## src/include/subset_exec_pkg.sv

```systemverilog
// Package for the instruction subset executor: opcodes, field layout,
// reset values and the shared instruction record.
// Assumes 14-bit instruction words and a 15-bit program counter.
package subset_exec_pkg;

    // Word and field widths
    localparam int INSN_W = 14;
    localparam int PC_W = 15;
    localparam int FADDR_W = 7;

    // Field positions inside the instruction word
    localparam int F_LSB = 0;
    localparam int D_POS = 7;
    localparam int B_LSB = 7;
    localparam int K9_LSB = 0;
    localparam int K11_LSB = 0;

    // Opcode patterns (upper bits, or the whole word) for the decoded subset
    localparam logic [3:0] OPC_BIT_CLEAR = 4'h4;
    localparam logic [3:0] OPC_BIT_SET = 4'h5;
    localparam logic [3:0] OPC_SKIP_LOW = 4'h6;
    localparam logic [3:0] OPC_SKIP_HIGH = 4'h7;
    localparam logic [2:0] OPC_CALL = 3'h4;
    localparam logic [4:0] OPC_REL_JUMP = 5'h19;
    localparam logic [5:0] OPC_INVERT = 6'h09;
    localparam logic [5:0] OPC_DECREMENT = 6'h03;
    localparam logic [5:0] OPC_CLEAR_GRP = 6'h01;
    localparam logic [13:0] OPC_JUMP_ACC = 14'h000B;
    localparam logic [13:0] OPC_CALL_ACC = 14'h000A;
    localparam logic [13:0] OPC_WDT_KICK = 14'h0064;
    localparam logic [13:0] OPC_IDLE = 14'h0000;

    // Values after reset
    localparam logic [PC_W-1:0] PC_RESET = 15'h0000;
    localparam logic [7:0] BYTE_ZERO = 8'h00;
    localparam logic [7:0] WDT_CLEAR = 8'h00;

    // Kinds of operation
    typedef enum {
        OP_IDLE, OP_BCLR, OP_BSET, OP_SKIP_LOW, OP_SKIP_HIGH, OP_REL,
        OP_JACC, OP_CALL, OP_CALL_ACC, OP_WDT, OP_INV, OP_FCLR,
        OP_ACLR, OP_DEC
    } op_kind_t;

    // Decoded instruction record
    typedef struct packed {
        logic [FADDR_W-1:0] faddr;
        logic [2:0] bit_sel;
        logic dest_file;
        logic [8:0] k9;
        logic [10:0] k11;
    } insn_fields_t;

    // File register write request
    typedef struct packed {
        logic en;
        logic [FADDR_W-1:0] addr;
        logic [7:0] data;
    } file_write_t;

endpackage

```

## src/rtl/subset_exec.sv

```systemverilog
// Decode and execute of an instruction subset of an 8-bit core:
// bit ops, skips, branches, calls, watchdog kick, clear, invert, decrement.
// Assumes one instruction word per clock, file reads combinational.
// The file array and the return stack sit outside; this block only
// raises a write or a push, one cycle after the word that asks.
// No watchdog tick source is here, so its count only returns to zero.
//
// Behaviour
// - bit clear zeroes bit, flags untouched
// - bit set forces bit one, flags untouched
// - skip low discards next when bit zero
// - skip high discards next when bit one
// - relative jump to PC+1+signed k, two cycles
// - jump by accumulator to PC+1+W, two cycles
// - call pushes PC+1, loads eleven-bit k
// - call takes PC<12:11> from latch bits 4:3
// - accumulator call pushes PC+1, two cycles
// - accumulator call: PC<7:0>=W, PC<14:8>=latch
// - watchdog kick clears counter, prescaler, sets flags
// - invert file to W or f, zero flag
// - file zeroing writes 00h, sets zero flag
// - accumulator zeroing writes 00h, sets zero flag
// - decrement file to W or f, zero flag
`timescale 1ns/1ps

module subset_exec (
    // Clock and reset
    input wire logic clock_in,
    input wire logic resetn_in,
    // Instruction fetch
    input wire logic [subset_exec_pkg::INSN_W-1:0] insn_in,
    output logic [subset_exec_pkg::PC_W-1:0] pc_out,
    // File register port
    output logic [subset_exec_pkg::FADDR_W-1:0] file_addr_out,
    input wire logic [7:0] file_rdata_in,
    output subset_exec_pkg::file_write_t file_write_out,
    // Upper program counter latch
    input wire logic [6:0] upper_pc_latch_in,
    // Return stack push
    output logic push_out,
    output logic [subset_exec_pkg::PC_W-1:0] return_slot_out,
    // Core state
    output logic [7:0] acc_out,
    output logic null_result_flag_out,
    output logic expiry_flag_out,
    output logic sleep_flag_out,
    output logic watchdog_clear_out,
    output logic [7:0] watchdog_counter_out,
    output logic [7:0] watchdog_prescaler_out,
    output logic bubble_out
);
    import subset_exec_pkg::*;

    // Architectural state
    logic [PC_W-1:0] pc;
    logic [7:0] acc;
    logic zero_flag;
    logic expiry_flag;
    logic sleep_flag;
    logic [7:0] wdt_count;
    logic [7:0] wdt_prescale;
    logic bubble;

    // Decode and datapath nets
    op_kind_t op;
    insn_fields_t fld;
    logic [PC_W-1:0] pc_inc;
    logic [PC_W-1:0] next_pc;
    // Computed byte and its qualifier
    logic [7:0] result;
    logic result_valid;
    logic test_bit;
    logic [7:0] bit_mask;
    logic skip_next;
    // Write request before its register
    file_write_t next_write;

    // Field extraction from the current word; every field is cut from
    // every word and the decode decides which of them apply
    always_comb begin
        fld.faddr = insn_in[F_LSB +: FADDR_W];
        fld.bit_sel = insn_in[B_LSB +: 3];
        fld.dest_file = insn_in[D_POS];
        fld.k9 = insn_in[K9_LSB +: 9];
        fld.k11 = insn_in[K11_LSB +: 11];
    end

    // Opcode decode; a discarded word always decodes as idle
    // Words outside the subset also fall through to idle, so an
    // unknown opcode only advances the counter
    always_comb begin
        op = OP_IDLE;
        if (bubble) begin
            op = OP_IDLE;
        end else if (insn_in == OPC_JUMP_ACC) begin
            op = OP_JACC;
        end else if (insn_in == OPC_CALL_ACC) begin
            op = OP_CALL_ACC;
        end else if (insn_in == OPC_WDT_KICK) begin
            op = OP_WDT;
        end else if (insn_in[13:10] == OPC_BIT_CLEAR) begin
            op = OP_BCLR;
        end else if (insn_in[13:10] == OPC_BIT_SET) begin
            op = OP_BSET;
        end else if (insn_in[13:10] == OPC_SKIP_LOW) begin
            op = OP_SKIP_LOW;
        end else if (insn_in[13:10] == OPC_SKIP_HIGH) begin
            op = OP_SKIP_HIGH;
        end else if (insn_in[13:11] == OPC_CALL) begin
            op = OP_CALL;
        end else if (insn_in[13:9] == OPC_REL_JUMP) begin
            op = OP_REL;
        end else if (insn_in[13:8] == OPC_INVERT) begin
            op = OP_INV;
        end else if (insn_in[13:8] == OPC_DECREMENT) begin
            op = OP_DEC;
        end else if (insn_in[13:8] == OPC_CLEAR_GRP) begin
            op = fld.dest_file ? OP_FCLR : OP_ACLR;
        end
    end

    // Fall-through address, tested bit and single-bit mask
    assign pc_inc = pc + 15'h0001;
    assign test_bit = file_rdata_in[fld.bit_sel];
    assign bit_mask = 8'h01 << fld.bit_sel;

    // Result and file write path
    // Bit ops rewrite the whole byte from the value just read, so the
    // file read has to settle within the cycle
    always_comb begin
        result = BYTE_ZERO;
        result_valid = 1'b0;
        next_write = '0;
        next_write.addr = fld.faddr;
        unique case (op)
            // Read, mask, write back; flags untouched
            OP_BCLR: begin
                next_write.en = 1'b1;
                next_write.data = file_rdata_in & ~bit_mask;
            end
            // Same read-modify-write, bit forced high
            OP_BSET: begin
                next_write.en = 1'b1;
                next_write.data = file_rdata_in | bit_mask;
            end
            // Complement; destination bit picks file or accumulator
            OP_INV: begin
                result = ~file_rdata_in;
                result_valid = 1'b1;
                next_write.en = fld.dest_file;
                next_write.data = result;
            end
            // Wraps from 00h to FFh, zero flag follows the result
            OP_DEC: begin
                result = file_rdata_in - 8'h01;
                result_valid = 1'b1;
                next_write.en = fld.dest_file;
                next_write.data = result;
            end
            // Constant zero; the flag is set in its own process
            OP_FCLR: begin
                next_write.en = 1'b1;
                next_write.data = BYTE_ZERO;
            end
            // Branches, calls, skips and idle write nothing
            default: begin
            end
        endcase
    end

    // Skip decision for the two bit tests
    // A taken skip costs one bubble cycle; no second fetch is needed
    always_comb begin
        skip_next = 1'b0;
        if (op == OP_SKIP_LOW) begin
            skip_next = ~test_bit;
        end else if (op == OP_SKIP_HIGH) begin
            skip_next = test_bit;
        end
    end

    // Next program counter
    // The 15-bit sums wrap, so a branch past either end of memory
    // comes back in at the other end
    always_comb begin
        next_pc = pc_inc;
        unique case (op)
            // Nine-bit offset, sign-extended to the counter width
            OP_REL: next_pc = pc_inc
                + PC_W'({{(PC_W-9){fld.k9[8]}}, fld.k9});
            // Accumulator taken as unsigned
            OP_JACC: next_pc = pc_inc + PC_W'(acc);
            // Top two counter bits are kept across the call
            OP_CALL: next_pc = {pc[14:13], upper_pc_latch_in[4:3],
                fld.k11};
            // Upper bits from the latch, low byte from the accumulator
            OP_CALL_ACC: next_pc = {upper_pc_latch_in, acc};
            default: next_pc = pc_inc;
        endcase
    end

    // Program counter
    // Only place the counter is written; every word moves it
    always_ff @(posedge clock_in or negedge resetn_in) begin
        if (!resetn_in) begin
            pc <= PC_RESET;
        end else begin
            pc <= next_pc;
        end
    end

    // Bubble: the word fetched after a taken jump or skip is dropped
    // Trades a cycle for the lack of any flush logic: the word already
    // fetched simply decodes as idle
    always_ff @(posedge clock_in or negedge resetn_in) begin
        if (!resetn_in) begin
            bubble <= 1'b0;
        end else begin
            bubble <= skip_next || op == OP_REL || op == OP_JACC
                || op == OP_CALL || op == OP_CALL_ACC;
        end
    end

    // Accumulator
    // Only clears and results with the destination bit low reach it
    always_ff @(posedge clock_in or negedge resetn_in) begin
        if (!resetn_in) begin
            acc <= BYTE_ZERO;
        end else if (op == OP_ACLR) begin
            acc <= BYTE_ZERO;
        end else if (result_valid && !fld.dest_file) begin
            acc <= result;
        end
    end

    // Zero flag; bit ops and branches leave it alone
    // Clears set it outright; computed results set it only when the
    // byte is zero, so a stale flag cannot survive a new result
    always_ff @(posedge clock_in or negedge resetn_in) begin
        if (!resetn_in) begin
            zero_flag <= 1'b0;
        end else if (op == OP_FCLR || op == OP_ACLR) begin
            zero_flag <= 1'b1;
        end else if (result_valid) begin
            zero_flag <= (result == BYTE_ZERO);
        end
    end

    // Watchdog counter; the tick source lives outside this block, so
    // the count only ever returns to zero here and never advances
    always_ff @(posedge clock_in or negedge resetn_in) begin
        if (!resetn_in) begin
            wdt_count <= WDT_CLEAR;
        end else if (op == OP_WDT) begin
            wdt_count <= WDT_CLEAR;
        end
    end

    // Watchdog prescaler, cleared with the counter so that the first
    // period after a kick is a full one
    always_ff @(posedge clock_in or negedge resetn_in) begin
        if (!resetn_in) begin
            wdt_prescale <= WDT_CLEAR;
        end else if (op == OP_WDT) begin
            wdt_prescale <= WDT_CLEAR;
        end
    end

    // Time-out status; a time-out outside this subset would clear it,
    // and the kick only ever sets it again
    always_ff @(posedge clock_in or negedge resetn_in) begin
        if (!resetn_in) begin
            expiry_flag <= 1'b1;
        end else if (op == OP_WDT) begin
            expiry_flag <= 1'b1;
        end
    end

    // Power-down status; only a sleep outside this subset clears it
    always_ff @(posedge clock_in or negedge resetn_in) begin
        if (!resetn_in) begin
            sleep_flag <= 1'b1;
        end else if (op == OP_WDT) begin
            sleep_flag <= 1'b1;
        end
    end

    // File write request, registered so that it leaves from a flop; a
    // word reading the same register next cycle needs it forwarded
    always_ff @(posedge clock_in or negedge resetn_in) begin
        if (!resetn_in) begin
            file_write_out <= '0;
        end else begin
            file_write_out <= next_write;
        end
    end

    // Stack push strobe, one cycle long for either call form; the
    // stack itself decides what happens when it is full
    always_ff @(posedge clock_in or negedge resetn_in) begin
        if (!resetn_in) begin
            push_out <= 1'b0;
        end else begin
            push_out <= (op == OP_CALL || op == OP_CALL_ACC);
        end
    end

    // Return address, loaded every cycle; it only matters in the
    // cycle the push strobe is high
    always_ff @(posedge clock_in or negedge resetn_in) begin
        if (!resetn_in) begin
            return_slot_out <= PC_RESET;
        end else begin
            return_slot_out <= pc_inc;
        end
    end

    // Kick strobe for the tick logic outside this block, which owns
    // the running count and prescaler
    always_ff @(posedge clock_in or negedge resetn_in) begin
        if (!resetn_in) begin
            watchdog_clear_out <= 1'b0;
        end else begin
            watchdog_clear_out <= (op == OP_WDT);
        end
    end

    // Outputs straight from their flops; file address follows the word
    assign pc_out = pc;
    assign file_addr_out = fld.faddr;
    assign acc_out = acc;
    assign null_result_flag_out = zero_flag;
    assign expiry_flag_out = expiry_flag;
    assign sleep_flag_out = sleep_flag;
    assign watchdog_counter_out = wdt_count;
    assign watchdog_prescaler_out = wdt_prescale;
    assign bubble_out = bubble;

endmodule

```

## config.mk

```make
export PLATFORM = sky130hd
export DESIGN_NAME = subset_exec
export DESIGN_NICKNAME = d
export VERILOG_FILES = /design/src/include/subset_exec_pkg.sv /design/src/rtl/subset_exec.sv
export SDC_FILE = /design/constraint.sdc
export NUM_CORES = 1
export LEC_CHECK = 0
export ABC_AREA = 0
export BUFFER_PORTS_ARGS = -buffer_cell sky130_fd_sc_hd__clkbuf_2
export CAP_MARGIN = 20
export CORE_ASPECT_RATIO = 0.6
export CORE_UTILIZATION = 40
export CTS_BUF_LIST = sky130_fd_sc_hd__clkbuf_2
export DETAILED_ROUTE_END_ITERATION = 12
export PLACE_DENSITY = 0.66
export SKIP_LAST_GASP = 1
export SYNTH_ARGS = -nofsm -noshare
export SYNTH_HDL_FRONTEND = slang
export SYNTH_SLANG_ARGS = --single-unit
```

## constraint.sdc

```tcl
create_clock -name clock_in -period 3.5 [get_ports clock_in]
set_input_delay 0.525 -clock clock_in [delete_from_list [all_inputs] [get_ports clock_in]]
set_output_delay 0.525 -clock clock_in [all_outputs]
set_load 0.05 [all_outputs]
```

## After elaboration in Yosys (flattened, before gate mapping)

Cells that the tools add are included.

| word-level totals | value |
|---|---|
| bits of input ports | 31 |
| word-level logic and storage cells | 92 |
| register bits | 58 |

| operators by class | value |
|---|---|
| shift-type cells | 1 |
| order comparisons | 1 |
| eq/ne operators | 30 |
| multiplexer cells | 27 |
| add/sub/neg operators | 4 |
| reduce and logical (&&, ||, !) cells | 13 |
| bitwise operators | 5 |

Operators by type and width:

| kind | number |
|---|---|
| $eq 32x4->1 const B | 8 |
| $eq 32x3->1 const B | 4 |
| $eq 32x5->1 const B | 4 |
| $mux 32 | 4 |
| $pmux 15 s4 | 1 |
| $mux 4 | 9 |
| $eq 32x1->1 const B | 1 |
| $eq 32x2->1 const B | 1 |
| $pmux 8 s4 | 1 |
| $eq 14x4->1 const B | 2 |
| $eq 4x3->1 const B | 4 |
| $mux 8 | 2 |
| $not 8->8 | 2 |
| $pmux 8 s2 | 1 |
| $add 15x1->15 const B | 1 |
| $add 15x15->15 | 1 |
| $add 15x8->15 | 1 |
| $eq 14x7->1 const B | 1 |
| $and 8x8->8 | 1 |
| $logic_not 8->1 | 1 |
| $or 8x8->8 | 1 |
| $shl 1x3->8 const A | 1 |
| $sub 8x1->8 const B | 1 |
| $eq 6x1->1 const B | 1 |
| other kinds (16) | 27 |

## Depth between registers and ports, before layout

Gate-level depths: netlist (run 1).

| logic depth | value |
|---|---|
| word-level depth | 21 |
| depth in mapped cells | 18 |

## Worst setup path before layout (run 1)

OpenSTA, ideal clock, no wires.

| path | value |
|---|---|
| path kind | in2reg |
| start | in insn_in[7] (netlist bit) |
| end | reg pc[14], in the netlist pc_out[14] |
| data required time | 3.374 ns |
| setup slack | -0.546 ns |
| data arrival time | 3.920 ns |
| buffers on the path | 1 |
| setup time | 0.126 ns |
| cell stages on the path | 18 |
| cells stage by stage | buf_6 -> nor2_4 -> nor4b_4 -> nand4_4 -> a21oi_4 -> nand4_1 -> o21a_1 -> ha_1 -> inv_1 -> fa_1 -> nor2b_1 -> o31a_1 -> nor2_1 -> o31ai_1 -> o41ai_2 -> mux2i_1 -> mux2i_1 -> o32a_1 |

| between the ends | value |
|---|---|
| cells in the longest elaborated chain, start to end | 16 |
| elaborated cells between the ends (all ways) | 23 |
| those cells by class | add/sub: 1; eq/ne: 7; mux: 15 |

RTL lines:

| element | line | text |
|---|---|---|
| start: declaration | subset_exec.sv:31 | `input wire logic [subset_exec_pkg::INSN_W-1:0] insn_in,` |
| $mux 3 | subset_exec.sv:118 | `op = fld.dest_file ? OP_FCLR : OP_ACLR;` |
| $mux 4 | subset_exec.sv:117 | `end else if (insn_in[13:8] == OPC_CLEAR_GRP) begin` |
| $mux 4 | subset_exec.sv:115 | `end else if (insn_in[13:8] == OPC_DECREMENT) begin` |
| $mux 4 | subset_exec.sv:113 | `end else if (insn_in[13:8] == OPC_INVERT) begin` |
| $mux 4 | subset_exec.sv:111 | `end else if (insn_in[13:9] == OPC_REL_JUMP) begin` |
| $mux 4 | subset_exec.sv:109 | `end else if (insn_in[13:11] == OPC_CALL) begin` |
| $mux 4 | subset_exec.sv:107 | `end else if (insn_in[13:10] == OPC_SKIP_HIGH) begin` |
| $mux 4 | subset_exec.sv:105 | `end else if (insn_in[13:10] == OPC_SKIP_LOW) begin` |
| $mux 4 | subset_exec.sv:103 | `end else if (insn_in[13:10] == OPC_BIT_SET) begin` |
| $mux 4 | subset_exec.sv:101 | `end else if (insn_in[13:10] == OPC_BIT_CLEAR) begin` |
| $mux 32 | subset_exec.sv:99 | `end else if (insn_in == OPC_WDT_KICK) begin` |
| $mux 32 | subset_exec.sv:97 | `end else if (insn_in == OPC_CALL_ACC) begin` |
| $mux 32 | subset_exec.sv:95 | `end else if (insn_in == OPC_JUMP_ACC) begin` |
| $mux 32 | subset_exec.sv:93 | `if (bubble) begin` |
| $eq 32x4->1 or $eq 32x3->1 (tied branches) | subset_exec.sv:187 | `unique case (op)` |
| $pmux 15 s4 | subset_exec.sv:187 |  |
| end signal: assignment | subset_exec.sv:208 | `pc <= next_pc;` |
| end: declaration | subset_exec.sv:55 | `logic [PC_W-1:0] pc;` |

Several ways; a longest one is shown, not always the timed one.
A chain may end at the register's enable or synchronous reset.

## Final worst setup path (run 1)

| path | value |
|---|---|
| start | in insn_in[10] (netlist bit) |
| end | reg pc[14], in the netlist pc_out[14] |

| between the ends | value |
|---|---|
| cells in the longest elaborated chain, start to end | 16 |
| elaborated cells between the ends (all ways) | 29 |
| those cells by class | eq/ne: 15; mux: 14 |

RTL lines:

| element | line |
|---|---|
| $eq 6x1->1 | subset_exec.sv:117 |
| $mux 4 | subset_exec.sv:117 |
| $mux 4 | subset_exec.sv:115 |
| $mux 4 | subset_exec.sv:113 |
| $mux 4 | subset_exec.sv:111 |
| $mux 4 | subset_exec.sv:109 |
| $mux 4 | subset_exec.sv:107 |
| $mux 4 | subset_exec.sv:105 |
| $mux 4 | subset_exec.sv:103 |
| $mux 4 | subset_exec.sv:101 |
| $mux 32 | subset_exec.sv:99 |
| $mux 32 | subset_exec.sv:97 |
| $mux 32 * | subset_exec.sv:95 |
| $mux 32 * | subset_exec.sv:93 |
| $eq 32x4->1 or $eq 32x3->1 (tied branches) | subset_exec.sv:187 |
| $pmux 15 s4 | subset_exec.sv:187 |

Every way passes the cells marked *; elsewhere a longest branch is shown, timed or not.

==> results of run 1 <==
## where the power goes
group	switching [W]	leakage [nW]	total [W]	internal, W
sequential	0.000154	0.720	0.00102	0.000865
combinational	0.00173	1.84	0.00267	0.000936
clock	0.000300	0.0967	0.000614	0.000314
## area by class of cell
| class | count | area (um2) | area share [%] |
|---|---|---|---|
| Clock buffer | 9 | 45.04 | 0.8136 |
| Sequential cell | 58 | 1451 | 26.21 |
| Inverter | 16 | 60.06 | 1.085 |
| Timing Repair Buffer | 173 | 1090 | 19.68 |
| Tap cell | 135 | 168.9 | 3.051 |
| Clock inverter | 7 | 125.1 | 2.260 |
| Multi-Input combinational cell | 346 | 2596 | 46.89 |
## per-layer routing
layer | track usage [%] | share of wire [%] | up-vias
met5 | 0 | 0 | -
met4 | 5.618 | 1.1 | 0
met3 | 6.742 | 8.4 | 20
met2 | 34.35 | 39 | 194
met1 | 39.15 | 51 | 1983
li1 | - | - | 1909
## synthesized netlist by cell type (all sizes together), types with 3 or more instances
library cell / instances / share of area, %
a21oi: 18 / 2.5
a22oi: 6 / 1.1
xnor2: 14 / 2.9
o22ai: 5 / 0.75
a222oi: 5 / 1.2
and2: 3 / 0.45
a22o: 6 / 1.3
o21ai: 22 / 2.9
nor2b: 7 / 1.2
o21a: 11 / 2.0
nand4: 8 / 1.6
or3: 5 / 0.75
o211ai: 3 / 0.66
nand3b: 4 / 0.72
or2: 5 / 0.81
dfrtp: 58 / 35
o31ai: 5 / 1.5
o2bb2ai: 4 / 0.84
o2111ai: 3 / 0.63
ha: 14 / 4.2
nand2: 28 / 2.5
a21o: 11 / 2.0
inv: 16 / 1.4
nor4: 4 / 0.60
xor2: 13 / 2.7
a21boi: 3 / 0.63
nand3: 15 / 1.8
a211oi: 3 / 0.66
nor3: 17 / 2.5
mux2i: 12 / 2.9
buf: 35 / 6.5
o21bai: 3 / 0.54
nor2: 37 / 3.8
nand2b: 8 / 1.2
clkbuf: 5 / 0.45
## sequential cells by signal, summed over array words and instances (netlist names)
name and flops:
file_write_out 16, pc_out 15, return_slot_out 15, acc_out 8, bubble_out 1, null_result_flag_out 1
push_out 1, watchdog_clear_out 1
## cells in the final DEF, fill, tap and decap left out, types with 5 or more instances in the layout
cell and count:
o21ai_0 11, dfrtp_1 58, nand3_1 15, a22o_1 6
a21o_1 11, nand2b_1 7, buf_4 77, nand2_1 28
ha_1 13, xnor2_1 12, o22ai_1 5, a22oi_1 6
nor2b_1 5, conb_1 18, xor2_1 13, inv_1 14
o21ai_1 8, mux2i_1 12, nor2_2 6, clkbuf_2 102
nor2_1 29, nor3_1 13, nand4_1 7, o21a_1 9
a222oi_1 5, a21oi_1 16
## cell families (layout without fill, tap and decap cells)
kind of cell / count (synthesis) / after routing / share of synthesized area, %
DFF: 58 / 58 / 34.61
xor gates and xnor gates: 27 / 27 / 5.639
buffers and inverters: 56 / 205 / 8.383
and+or+nand+nor: 149 / 149 / 19.90
adders and majority gates: 15 / 15 / 4.654
muxes: 14 / 14 / 3.938
other: 2 / 18 / 0.1791
AOI/OAI and AO/OA: 123 / 123 / 22.70
## worst min path at each step
| stage | start | endpoint | slack, ns | depth (start not counted) |
|---|---|---|---|---|
| 2_1_floorplan | resetn_in | acc_out[0]$_DFFE_PN0P_ | 0.23 | 0 |
| 3_3_place_gp | pc_out[14]$_DFFE_PN0P_ | pc_out[14]$_DFFE_PN0P_ | 0.55 | 1 |
| 3_5_place_dp | acc_out[3]$_DFFE_PN0P_ | acc_out[3]$_DFFE_PN0P_ | 0.56 | 1 |
| 4_1_cts | resetn_in | null_result_flag_out$_DFFE_PN0P_ | 0.1 | 2 |
| 5_1_grt | resetn_in | file_write_out[9]$_DFF_PN0_ | 0.10 | 2 |
| 6_report | resetn_in | file_write_out[7]$_DFF_PN0_ | 0.09 | 2 |
## worst max-delay path, cell delays in order
cell,delay [ns]
buf_8,0.11
xnor2_2,0.12
or3_4,0.38
o211a_4,0.16
o31ai_4,0.26
nand4_1,0.18
o21a_1,0.23
ha_2,0.18
inv_2,0.06
fa_2,0.21
nor2b_2,0.05
o31a_1,0.30
nor2_2,0.18
o31ai_4,0.09
o41ai_4,0.26
mux2i_1,0.25
mux2i_1,0.10
o32a_1,0.29
## repair_timing
| action | in CTS | in global routing |
|---|---|---|
| endpoints found under the setup margin | 2 | 3 |
| gates resized for setup | 5 | 31 |
| hold buffers | 0 | 0 |
| cloned | 0 | 0 |
| setup buffers | 3 | 5 |
| pin swaps | 3 | 19 |
## per-stage QoR
step                      cell area [um2]  TNS (ns)  util [%]  hold WS [ns]  instances
final                                5537  -0.01384     55.26       0.09499        744
after CTS                            5378  -0.03464     53.67       0.09716        740
after detailed placement             5159    -2.330     51.49        0.5636        721
after global routing                 5537   -0.2108     55.26        0.1032        744
after global placement               5159    -1.520     51.49        0.5541        721
after floorplan                      4278   -0.8768         -        0.2294        460
==> impl_metrics.yaml, run 1 <==
sta:
  report.final.setup_viol: 1
  slew_headroom_pct: 50.61
  rsz0062_at_grt: "yes"
  slew_violations: 0
  min_period_ns: 3.514
  fmax_mhz: 284.6
  finClkSkew_ns: 0.03129
  hold_violations: 0
  final.setup.worst_slack_ns: -0.01384
  finalCritPeriodShare_pct: 100.4
  tightest_slew_ns: 0.7365
status:
  failed_checks: "setup timing"
  status: "complete, but fails checks"
global_routing:
  grt_usage_pct: 25.41
  overflow: 0
  antenna_found_initial: 0
  grt_max_degree: 59
  grt_pass1_wl_mm: 20.58
  grt_pass1_vias: 3712
cts:
  clk_path_buf_depth: 2
  cts_made_buffers: 9
  cts_tree: "done"
  clk_pin_slew_ns: 0.21
  htree_levels: 3
  clk_latency_ns: 0.56
  clock-sinks: 58
  cts-root-buf: "clkbuf_2"
worst_setup_path:
  timing.rr.start: "bubble_out$_DFF_PN0_"
  rr_worst_depth: 15
  worstSetupPathType: "in2reg"
  path_max_fanout: 6
  endpoint: "pc_out[14]$_DFFE_PN0P_"
  required_ns: 3.93
  reg2reg_slack_ns: 0.07
  worstReg2RegEnd: "pc_out[14]$_DFFE_PN0P_"
  end_kind: "flop"
  arrival_ns: 3.95
  crit_start: "insn_in[10]"
  cp-start-kind: "primary input"
floorplanning:
  start_util_pct: 41.86
  fp-row-count: 28
  die_x_um: 134.2
  die-area_mm2: 0.01091
  die_h_um: 81.32
  coreArea_mm2: 0.01002
  boundaryPins: 114
routing:
  dr.first_iter.drc_count: 370
  drt_drc_violations_left: 0
  final_antenna_net_count: 0
  firstDrtPassIters: 5
  viasPerCell: 5.519
  wirelength_mm: 13.47
  wire_per_inst_um: 18.10
  dr_total_vias: 4106
power:
  fin_total_pwr_w: 0.004303
  power.density_mw_per_mm2: 777.2
  vdd_drop_max_v: 0.0006314
  p_leak_nw: 2.658
finish:
  diodes: 0
  syn_to_final_growth_pct: 32.01
  final_nets: 650
  layout-drive-gt1-share_pct: 40.23
  fill_cells: 969
yosys:
  yosysWarnings: 0
  synth_top_flop_cell: "dfrtp_1"
  syn_inst: 444
  synth_cell_type_count: 76
  postSynthAreaPerCell_um2: 9.446
  synthArstFlopShare_pct: 100.0
  synth-seq-cells: 58
  synth_edf_count: 0
  syn_area_mm2: 0.004194
  synth-seq-area-share_pct: 34.61
hold_path:
  hold_path_class: "in2async"
flow_run:
  drv_cap: 0
place:
  place_hpwl_mm: 10.47
  port-buffer-count: 95
  pre_cts_ws_ns: -0.6670
  gp_congestion: 0.9081
(Power assumes the default switching activity.)
==> run 2: changes to the inputs <==
- PLACE_DENSITY: 0.66 -> not set
- clock period: 3.5 -> 4 ns (I/O delays scaled with it)
==> impl_metrics.yaml, run 2 (synthesized netlist as in run 1, its figures left out) <==
flow_run:
  drv_cap: 0
cts:
  clk_pin_slew_ns: 0.18
  cts_resized: 0
  cts_tree: "done"
  clk_path_buf_depth: 2
  cts-root-buf: "clkbuf_2"
  cts_hold_buffers: 0
  clock-sinks: 58
  cts_made_buffers: 9
  clk_latency_ns: 0.51
  cts_setup_buffers: 0
  htree_levels: 3
floorplanning:
  fp-row-count: 28
  coreArea_mm2: 0.01002
  die_x_um: 134.2
  start_util_pct: 41.86
  die_h_um: 81.32
  boundaryPins: 114
  die-area_mm2: 0.01091
global_routing:
  grt_max_degree: 37
  grt_usage_pct: 25.54
  grt_pass1_vias: 3722
  overflow: 0
  antenna_found_initial: 0
  grt_pass1_wl_mm: 20.59
worst_setup_path:
  worstSetupPathType: "in2reg"
  path_max_fanout: 6
  worst-path-buf-inv: 3
  path_cells: "clkbuf_2 -> nand4b_1 -> nor3_1 -> buf_4 -> o21a_1 -> o21a_2 -> nor4_1 -> buf_4 -> a21o_1 -> ha_1 -> nor2b_1 -> o31a_1 -> nor2_1 -> o31ai_2 -> o41ai_2 -> mux2i_1 -> mux2i_1 -> o32a_1"
  slowest_stage: "o32a_1"
  timing.rr.start: "pc_out[2]$_DFF_PN0_"
  worstReg2RegEnd: "pc_out[14]$_DFFE_PN0P_"
  reg2reg_slack_ns: 0.50
  arrival_ns: 4.15
  end_kind: "flop"
  cpPeakStageDelay_ns: 0.35
  cp-start-kind: "primary input"
  crit_family: "compound AO/OA/AOI/OAI gates"
  required_ns: 4.39
  rr_worst_depth: 12
sta:
  report.final.setup_viol: 0
  hold_violations: 0
  min_period_ns: 3.753
  rsz0062_at_grt: "no"
  slew_violations: 0
  slew_headroom_pct: 39.86
  tightest_slew_ns: 0.9021
  finClkSkew_ns: 0.02049
  fmax_mhz: 266.5
  finalCritPeriodShare_pct: 93.82
finish:
  largest_register: "file_write_out"
  layout-drive-gt1-share_pct: 35.61
  final_common_cell: "clkbuf_2"
  diodes: 0
  fin_util_pct: 52.11
  syn_to_final_growth_pct: 24.49
  final_nets: 642
  largest_reg_flops: 16
  layout_common_cells: "clkbuf_2 (105), buf_4 (70), dfrtp_1 (58)"
  stdcell_count: 736
routing:
  drt_drc_violations_left: 0
  wire_per_inst_um: 18.09
  viasPerCell: 5.520
  final_antenna_net_count: 0
  firstDrtPassIters: 5
  dr_total_vias: 4063
  dr.first_iter.drc_count: 396
  wirelength_mm: 13.31
place:
  gp_congestion: 0.9737
  port-buffer-count: 95
  place_hpwl_mm: 10.75
  dp_cells: 720
power:
  power.density_mw_per_mm2: 645.0
  vdd_drop_max_v: 0.0004963
  p_leak_nw: 2.536
status:
  status: "finished clean"
hold_path:
  hold_path_class: "in2async"
run 2: cell types whose count changed in the layout (fill, tap and decap cells not counted), moves of 3 or more:
cell | before | now
o21ai_0 | 11 | 15
buf_4 | 77 | 70
nor2_2 | 6 | 2
nor2_1 | 29 | 33
clkinv_2 | 0 | 3
o21ai_1 | 8 | 4
clkinv_4 | 3 | 0
clkbuf_2 | 102 | 105
bufinv_16 | 3 | 0
run 2: worst register-to-register path, stage by stage, from the launching register on:
cell	delay, ns
dfrtp_1	0.46
and2_1	0.19
nand4_1	0.38
xnor2_1	0.42
ha_1	0.31
o21a_1	0.20
o21ai_0	0.15
buf_4	0.16
o31ai_2	0.09
o41ai_2	0.31
mux2i_1	0.27
mux2i_1	0.10
o32a_1	0.35
run 2: worst max path at each step:
| stage | startpoint | endpoint | cells past startpoint | slack [ns] |
|---|---|---|---|---|
| after floorplan | insn_in[7] | pc_out[14]$_DFFE_PN0P_ | 18 | -0.09 |
| after global placement | insn_in[6] | pc_out[14]$_DFFE_PN0P_ | 18 | -0.19 |
| after detailed placement | insn_in[10] | pc_out[14]$_DFFE_PN0P_ | 18 | -0.24 |
| after CTS | insn_in[10] | pc_out[14]$_DFFE_PN0P_ | 18 | 0.32 |
| after global routing | insn_in[10] | pc_out[14]$_DFFE_PN0P_ | 18 | 0.04 |
| final | insn_in[6] | pc_out[14]$_DFFE_PN0P_ | 18 | 0.25 |
run 2: power by group:
group / internal, W / switching (W) / leakage [nW]
sequential: 0.000757 / 0.000134 / 0.720
clock: 0.0000785 / 0.000232 / 0.0551
combinational: 0.000723 / 0.00144 / 1.76
total: 0.00156 / 0.00181 / 2.54
run 2: cell type report:
type                            instances  area (um2)
Clock buffer                           10       50.05
Clock inverter                          6       33.78
Fill cell                             966        4798
Inverter                               16       60.06
Multi-Input combinational cell        346        2456
Sequential cell                        58        1451
Tap cell                              135       168.9
Timing Repair Buffer                  165        1001
run 2: per-layer routing:
| metal | share of wire, % | vias to the layer above | track usage (%) |
|---|---|---|---|
| met1 | 51 | 1906 | 39.17 |
| li1 | - | 1898 | - |
| met5 | 0 | - | 0 |
| met4 | 1.0 | 0 | 5.955 |
| met2 | 37 | 243 | 33.68 |
| met3 | 11 | 16 | 8.052 |
run 2: metrics by stage:
stage               power [W]  hold WS, ns   TNS, ns  setup slack [ns]  area, um2
finish               0.003368       0.1860         0            0.2472       5221
global route         0.003590       0.1940         0           0.04401       5221
CTS                  0.003359       0.1687         0            0.3202       5216
detailed placement   0.003039       0.5648   -0.5819           -0.2423       5132
global placement     0.003031       0.5487   -0.3956           -0.1862       5132
floorplan            0.002433       0.3044  -0.08969          -0.08969       4254
